### src/scs_pkg.sv
package scs_pkg;

   localparam logic [5:0] SCS_STATUS_ADDR = 6'h00;
   localparam logic [5:0] SCS_DATA_ADDR = 6'h02;
   localparam logic [7:0] SCS_CMD_RESET = 8'h10;
   localparam logic [7:0] SCS_STATUS_RESET = 8'h10;
   localparam int SCS_CMD_DIR_BIT = 6;
   localparam int SCS_STAT_PEND_BIT = 7;
   localparam int SCS_STAT_POR_BIT = 4;
   localparam logic [4:0] SCS_STATUS_BITS = 5'h08;
   localparam logic [4:0] SCS_WORD_BITS = 5'h10;
   localparam logic [2:0] SCS_CMD_LAST = 3'h6;
   localparam int SCS_PRE_WRITE_MCLK = 4;
   localparam logic [2:0] SCS_PRE_WRITE_CNT = 3'(SCS_PRE_WRITE_MCLK - 1);

   typedef struct packed {
      logic sclk;
      logic cs_n;
      logic din;
      logic sync_n;
   } scs_pins_s;

   localparam scs_pins_s SCS_PINS_IDLE = 4'hd;

   typedef enum logic [2:0] {
      ST_GATE,
      ST_CMD,
      ST_WR,
      ST_FETCH,
      ST_RD
   } scs_state_e;

   typedef struct packed {
      logic [5:0] addr;
      logic [15:0] data;
   } scs_reg_xfer_s;

endpackage

### src/scs_core.sv
// Functional notes
// - gate bit high: stay on first position
// - after low gate, shift seven command bits
// - command bit 6 picks write or read
// - low six command bits select register
// - new result clears pending flag, pin low
// - ready pin high when flag is one
// - calibration coefficient writes clear pending flag
// - data read sets flag; coefficient reads don't
// - idle, calibration or conversion start set flag
// - sync low sets flag if data unread
// - flag set four clocks before result write
// - result write dropped during data read
// - error summary follows any error flag
// - status at address zero, resets 0x10
// - command register unaddressed, resets 0x10
`timescale 1ns/1ps
module scs_core
   import scs_pkg::*;
(
   input wire logic ref_clk_in,
   input wire logic arst_n_in,
   input wire logic sclk_in,
   input wire logic cs_n_in,
   input wire logic sdi_in,
   input wire logic sync_n_in,
   output logic sdo_out,
   output logic sdo_oe_n_out,
   output logic drdy_out,
   input wire logic result_valid_in,
   input wire logic [15:0] result_data_in,
   input wire logic cal_coef_write_in,
   input wire logic idle_standby_in,
   input wire logic cal_start_in,
   input wire logic conv_start_in,
   input wire logic [15:0] error_flags_in,
   input wire logic [15:0] reg_rd_data_in,
   output logic reg_rd_req_out,
   output logic [5:0] reg_addr_out,
   output logic reg_wr_strobe_out,
   output scs_reg_xfer_s reg_wr_out,
   output logic [7:0] command_byte_out,
   output logic [7:0] status_out
);
   scs_pins_s pins_raw;
   scs_pins_s pins;
   assign pins_raw = '{sclk: sclk_in, cs_n: cs_n_in, din: sdi_in, sync_n: sync_n_in};

   scs_sync3 u_sync (
      .ref_clk_in(ref_clk_in),
      .arst_n_in(arst_n_in),
      .pins_in(pins_raw),
      .pins_out(pins)
   );

   function automatic logic [4:0] data_len(input logic [5:0] addr);
      data_len = (addr == SCS_STATUS_ADDR) ? SCS_STATUS_BITS : SCS_WORD_BITS;
   endfunction

   // serial engine state
   scs_state_e state, next_state;
   logic [4:0] bit_cnt, next_bit_cnt;
   logic [15:0] shift, next_shift;
   logic [7:0] cmd_reg, next_cmd_reg;
   logic sdo, next_sdo;
   logic sclk_d, sync_d;
   logic wr_strobe, next_wr_strobe;
   scs_reg_xfer_s wr_xfer, next_wr_xfer;
   logic sclk_rise, sclk_fall, sync_fall, cmd_done;
   logic [5:0] cmd_addr;

   // status state
   logic result_pending_n, next_result_pending_n;
   logic por, next_por;
   logic unread, next_unread;
   logic pre_active, next_pre_active;
   logic [2:0] pre_cnt, next_pre_cnt;
   logic [15:0] pend_data, next_pend_data;
   logic [15:0] data_reg, next_data_reg;
   logic commit_evt, set_evt, clear_evt, data_read_evt, status_read_evt, rd_in_progress;
   logic err_summary;
   logic [7:0] status_word;

   assign sclk_rise = pins.sclk && !sclk_d;
   assign sclk_fall = !pins.sclk && sclk_d;
   assign sync_fall = !pins.sync_n && sync_d;
   assign cmd_done = (state == ST_CMD) && sclk_rise && (bit_cnt[2:0] == SCS_CMD_LAST);
   assign cmd_addr = cmd_reg[5:0];
   assign data_read_evt = (state == ST_FETCH) && (cmd_addr == SCS_DATA_ADDR);
   assign status_read_evt = (state == ST_FETCH) && (cmd_addr == SCS_STATUS_ADDR);
   // coefficient reads leave the flag alone
   assign rd_in_progress = ((state == ST_FETCH) || (state == ST_RD))
                           && (cmd_addr == SCS_DATA_ADDR);

   always_comb
   begin
      next_state = state;
      next_bit_cnt = bit_cnt;
      next_shift = shift;
      next_cmd_reg = cmd_reg;
      next_sdo = sdo;
      next_wr_strobe = 1'b0;
      next_wr_xfer = wr_xfer;
      // a raised select abandons any half-finished frame
      if (pins.cs_n)
      begin
         next_state = ST_GATE;
         next_bit_cnt = '0;
      end
      else
      begin
         case (state)
            ST_GATE:
            begin
               // a high gate bit parks the pointer here
               if (sclk_rise && !pins.din)
               begin
                  next_state = ST_CMD;
                  next_bit_cnt = '0;
               end
            end
            ST_CMD:
            begin
               if (sclk_rise)
               begin
                  next_shift = {shift[14:0], pins.din};
                  next_bit_cnt = bit_cnt + 5'h01;
                  if (cmd_done)
                  begin
                     next_cmd_reg = {1'b0, shift[5:0], pins.din};
                     next_bit_cnt = '0;
                     next_state = shift[5] ? ST_FETCH : ST_WR;
                  end
               end
            end
            ST_WR:
            begin
               if (sclk_rise)
               begin
                  next_shift = {shift[14:0], pins.din};
                  next_bit_cnt = bit_cnt + 5'h01;
                  if (bit_cnt == data_len(cmd_addr) - 5'h01)
                  begin
                     next_wr_xfer.addr = cmd_addr;
                     next_wr_xfer.data = {shift[14:0], pins.din};
                     // status is read-only; such writes are swallowed
                     next_wr_strobe = (cmd_addr != SCS_STATUS_ADDR);
                     // pointer back at the gate position for a chained frame
                     next_bit_cnt = '0;
                     next_state = ST_GATE;
                  end
               end
            end
            ST_FETCH:
            begin
               // one clock, well inside the half sclk period
               if (cmd_addr == SCS_STATUS_ADDR)
               begin
                  next_shift = {status_word, 8'h00};
               end
               else if (cmd_addr == SCS_DATA_ADDR)
               begin
                  next_shift = data_reg;
               end
               else
               begin
                  next_shift = reg_rd_data_in;
               end
               next_state = ST_RD;
            end
            ST_RD:
            begin
               if (sclk_fall)
               begin
                  next_sdo = shift[15];
                  next_shift = {shift[14:0], 1'b0};
               end
               if (sclk_rise)
               begin
                  next_bit_cnt = bit_cnt + 5'h01;
                  if (bit_cnt == data_len(cmd_addr) - 5'h01)
                  begin
                     next_bit_cnt = '0;
                     next_state = ST_GATE;
                  end
               end
            end
            default:
            begin
               next_state = ST_GATE;
            end
         endcase
      end
   end

   always_ff @(posedge ref_clk_in or negedge arst_n_in)
   begin
      if (!arst_n_in)
      begin
         state <= ST_GATE;
         bit_cnt <= '0;
         shift <= '0;
         cmd_reg <= SCS_CMD_RESET;
         sdo <= 1'b0;
         sclk_d <= 1'b1;
         sync_d <= 1'b1;
         wr_strobe <= 1'b0;
         wr_xfer <= '0;
      end
      else
      begin
         state <= next_state;
         bit_cnt <= next_bit_cnt;
         shift <= next_shift;
         cmd_reg <= next_cmd_reg;
         sdo <= next_sdo;
         sclk_d <= pins.sclk;
         sync_d <= pins.sync_n;
         wr_strobe <= next_wr_strobe;
         wr_xfer <= next_wr_xfer;
      end
   end

   assign err_summary = |error_flags_in;
   assign status_word = {result_pending_n, err_summary, 1'b0, por, 4'h0};
   assign commit_evt = pre_active && (pre_cnt == 3'h0);
   // set events win over a clearing event in the same clock
   assign set_evt = result_valid_in || idle_standby_in || cal_start_in || conv_start_in
                    || data_read_evt || (sync_fall && unread);
   assign clear_evt = (commit_evt && !rd_in_progress) || cal_coef_write_in;

   always_comb
   begin
      next_pre_active = pre_active;
      next_pre_cnt = pre_cnt;
      next_pend_data = pend_data;
      next_data_reg = data_reg;
      next_unread = unread;
      next_por = por && !status_read_evt;
      if (pre_active)
      begin
         next_pre_cnt = pre_cnt - 3'h1;
         if (commit_evt)
         begin
            next_pre_active = 1'b0;
            // a live data read keeps the old word whole; this result is lost
            if (!rd_in_progress)
            begin
               next_data_reg = pend_data;
               next_unread = 1'b1;
            end
         end
      end
      if (result_valid_in)
      begin
         next_pend_data = result_data_in;
         next_pre_active = 1'b1;
         next_pre_cnt = SCS_PRE_WRITE_CNT;
      end
      if (data_read_evt)
      begin
         next_unread = 1'b0;
      end
      next_result_pending_n = result_pending_n;
      if (clear_evt)
      begin
         next_result_pending_n = 1'b0;
      end
      if (set_evt)
      begin
         next_result_pending_n = 1'b1;
      end
   end

   always_ff @(posedge ref_clk_in or negedge arst_n_in)
   begin
      if (!arst_n_in)
      begin
         result_pending_n <= SCS_STATUS_RESET[SCS_STAT_PEND_BIT];
         por <= SCS_STATUS_RESET[SCS_STAT_POR_BIT];
         unread <= 1'b0;
         pre_active <= 1'b0;
         pre_cnt <= '0;
         pend_data <= '0;
         data_reg <= '0;
      end
      else
      begin
         result_pending_n <= next_result_pending_n;
         por <= next_por;
         unread <= next_unread;
         pre_active <= next_pre_active;
         pre_cnt <= next_pre_cnt;
         pend_data <= next_pend_data;
         data_reg <= next_data_reg;
      end
   end

   assign sdo_out = sdo;
   assign sdo_oe_n_out = (state != ST_RD);
   assign drdy_out = result_pending_n;
   assign reg_rd_req_out = (state == ST_FETCH) && (cmd_addr != SCS_STATUS_ADDR)
                           && (cmd_addr != SCS_DATA_ADDR);
   assign reg_addr_out = cmd_addr;
   assign reg_wr_strobe_out = wr_strobe;
   assign reg_wr_out = wr_xfer;
   assign command_byte_out = cmd_reg;
   assign status_out = status_word;
endmodule

### src/scs_sync3.sv
`timescale 1ns/1ps
module scs_sync3
   import scs_pkg::*;
(
   input wire logic ref_clk_in,
   input wire logic arst_n_in,
   input wire scs_pins_s pins_in,
   output scs_pins_s pins_out
);
   scs_pins_s ff1;
   scs_pins_s ff2;
   scs_pins_s ff3;
   scs_pins_s stable;
   scs_pins_s next_stable;
   scs_pins_s agree;

   // a bit changes only once the second and third stages agree
   always_comb
   begin
      agree = ff2 ~^ ff3;
      next_stable = (stable & ~agree) | (ff3 & agree);
   end

   always_ff @(posedge ref_clk_in or negedge arst_n_in)
   begin
      if (!arst_n_in)
      begin
         ff1 <= SCS_PINS_IDLE;
         ff2 <= SCS_PINS_IDLE;
         ff3 <= SCS_PINS_IDLE;
         stable <= SCS_PINS_IDLE;
      end
      else
      begin
         ff1 <= pins_in;
         ff2 <= ff1;
         ff3 <= ff2;
         stable <= next_stable;
      end
   end

   assign pins_out = stable;
endmodule
### config.mk
export PLATFORM = sky130hd
export DESIGN_NAME = scs_core
export DESIGN_NICKNAME = d
export VERILOG_FILES = /design/src/scs_pkg.sv /design/src/scs_core.sv /design/src/scs_sync3.sv
export SDC_FILE = /design/constraint.sdc
export NUM_CORES = 1
export LEC_CHECK = 0
export ABC_AREA = 1
export BUFFER_PORTS_ARGS = -buffer_cell sky130_fd_sc_hd__buf_2
export CELL_PAD_IN_SITES_DETAIL_PLACEMENT = 1
export CELL_PAD_IN_SITES_GLOBAL_PLACEMENT = 2
export CORE_AREA = 2 2 126 128
export CTS_BUF_LIST = sky130_fd_sc_hd__clkbuf_2 sky130_fd_sc_hd__clkbuf_4 sky130_fd_sc_hd__clkbuf_8
export DETAILED_ROUTE_END_ITERATION = 6
export DIE_AREA = 0 0 128 130
export GPL_ROUTABILITY_DRIVEN = 0
export PLACE_DENSITY_LB_ADDON = 0.1
export SLEW_MARGIN = 20
export SYNTH_ARGS = -nofsm -noshare
export SYNTH_HDL_FRONTEND = slang
export SYNTH_SLANG_ARGS = --single-unit
### constraint.sdc
create_clock -name ref_clk_in -period 1.9 [get_ports ref_clk_in]
set_input_delay 0.095 -clock ref_clk_in [delete_from_list [all_inputs] [get_ports ref_clk_in]]
set_output_delay 0.095 -clock ref_clk_in [all_outputs]
set_load 0.05 [all_outputs]
==> metrics.yaml <==
flow_run:
  max_cap_viol_count: 0
sta:
  finalSetupTns_ps: 0
  period_minus_slack_ps: 1780
  clock.fmax_mhz: 562
  holdWs_ps: 16.3
  hold_violations: 0
  finalCritPeriodShare: 0.937
  setup-violations-final: 0
  rsz0062_at_grt: "no"
  worst_slack_ps: 121
  finClkSkew_ps: 14.7
  slew_viol_final: 0
route:
  wl_per_cell_um: 14.5
  wirelength_mm: 12.9
  via_per_inst: 4.60
  via_count: 4082
  drt_iter0_markers: 163
  drtPass1Iterations: 4
  drc: 0
  antenna_left: 0
global_routing:
  grt_pass1_vias: 4263
  antenna_found_initial: 0
  grt_max_degree: 46
  grt_first_pass_wirelength_mm: 21.7
  grt_usage: 0.166
  overflow: 0
die:
  die_w_um: 128
  dieArea_um2: 16600
  rows: 46
  start_util: 0.329
  ios: 108
  die_y_um: 130
  design.core.area_um2: 15400
clock_network:
  h-tree-depth: 3
  clkTransAtPathRegs_ps: 100
  post_cts_buffers: 0
  clock_path_buffers: 2
  cts_root_buf: "clkbuf_8"
  clock_sinks: 112
  cts_buffers: 9
  clock_latency_ps: 380
  cts_tree: "built"
final_layout:
  layout_common_cells: "135 x nand2_1, 99 x buf_2, 95 x dfrtp_1, 66 x inv_1, 55 x o21ai_0"
  fillers: 1864
  diodes: 0
  drive_gt1_frac: 0.262
  fin_util: 0.400
  fin_nets: 753
  layout_commonest_cell: "nand2_1"
  areaGrowthSynthToFinish_pct: 21.5
  largest_reg_flops: 22
critical_path:
  worst_path_max_delay_cell: "dfstp_2"
  cp.required_ps: 1800
  cpPeakStageDelay_ps: 580
  setup.worst_path.class: "reg -> out"
  end_kind: "primary output"
  worstPathArrival_ps: 1680
  cp-start-kind: "flop"
  worstPathCellList: "nor2_1, nand3_2, nand2_1, nor2_2, buf_6"
  crit_fanout: 5
placement:
  hpwl_mm: 9.69
  portBuffers: 101
  pre_cts_ws_ps: 35.5
synthesis:
  syn_area_um2: 5070
  ys_seq_area_frac: 0.556
  synth_cell_types: 33
  netlist_instances: 575
  synth_warnings: 0
  synth-seq-cells: 112
  syn_area_per_cell_um2: 8.82
power_and_ir_drop:
  power.density_cell_area_nw_per_um2: 924
  ir_drop_v: 0.000301
  p_total_w: 0.00570
  p_leak_nw: 3.07
hold_path:
  hp-class: "in -> reg"
outcome:
  status: "complete, no violations"
[metal layers]
| layer | share of wire | wire [µm] | GRT usage |
|---|---|---|---|
| met1 | 0.48 | 6160 | 0.218 |
| met2 | 0.48 | 6200 | 0.282 |
| met3 | 0.028 | 364 | 0.0254 |
| met4 | 0.014 | 176 | 0.0575 |
| met5 | 0 | 0 | 0 |
[worst max-delay path, delay by kind of cell (launching register included)]
family / cells / cell delay [ps]
flip-flops: 1 / 580
buffers and inverters: 1 / 170
AND/OR/NAND/NOR: 4 / 550
[repair_timing]
action                                 CTS  global route
endpoints found under the hold margin   49             0
resized for setup                        1             7
hold buffers                            22             0
pin swaps                                0             0
setup endpoints to repair                1             9
[logic make-up (layout without fill, tap and decap cells)]
logic type,after synthesis,count (layout),share of synthesized area
adder cells (fa/ha/maj),8,8,0.0178
buffers and inverters,108,223,0.103
AND/OR/NAND/NOR,219,219,0.184
XOR/XNOR,2,2,0.00345
other,1,6,0.000739
AO/OA/AOI/OAI,125,125,0.135
flip-flops,112,112,0.556
[final cells by class]
type | instances | area, µm² | area share
tap | 192 | 240 | 0.0390
timing repair buffer | 136 | 882 | 0.143
inverter | 71 | 274 | 0.0444
clock inverter | 4 | 27.5 | 0.00447
clock buffer | 12 | 159 | 0.0258
multi-input combinational | 360 | 1760 | 0.285
sequential | 112 | 2820 | 0.458
[report_power, final]
| part | leakage, nW | switching, W | internal (W) | total [W] |
|---|---|---|---|---|
| combinational | 1.57 | 0.000812 | 0.000471 | 0.00128 |
| sequential | 1.40 | 0.000243 | 0.00278 | 0.00303 |
| clock | 0.0901 | 0.000822 | 0.000566 | 0.00139 |
| total | 3.07 | 0.00188 | 0.00382 | 0.00570 |
[metrics by stage]
stage	std cells	cell area, µm²
6_report	887	6160
5_1_grt	887	6160
4_1_cts	887	6150
3_5_place_dp	849	5740
3_3_place_gp	849	5740
2_1_floorplan	580	5090
[worst paths after layout]
kind / from / end / slack, ps / cells after the start
setup / recovery: command_byte_out[4]$_DFFE_PN1P_ / reg_rd_req_out / 120 / 5
hold / removal: result_valid_in / pend_data[14]$_DFFE_PN0P_ / 20 / 2
setup reg to reg: command_byte_out[5]$_DFFE_PN0P_ / shift[7]$_DFFE_PN0P_ / 190 / 7
hold reg to reg: u_sync.ff1[0]$_DFF_PN1_ / u_sync.ff2[0]$_DFF_PN1_ / 360 / 0
max in group asynchronous: arst_n_in / u_sync.ff1[0]$_DFF_PN1_ / 1080 / 3
min in group asynchronous: arst_n_in / reg_wr_out[2]$_DFFE_PN0P_ / 190 / 2
[synthesized netlist by cell type (all sizes together)]
cell type	instances	area share
and2	1	0.0017
dfrtp	96	0.47
clkinv	1	0.0017
or2	3	0.0037
a21oi	10	0.0099
dfstp	16	0.083
nand2	137	0.10
ha	4	0.0099
conb	1	0.00074
nand3	16	0.019
xor2	1	0.0017
nand4	10	0.014
inv	70	0.052
clkbuf	6	0.0044
a21boi	2	0.0030
xnor2	1	0.0017
nor4	2	0.0037
nor2	49	0.038
o21ai	113	0.12
buf	31	0.045
maj3	4	0.0079
nor3	1	0.0020
No activity file was read; power rests on OpenSTA's default activity.
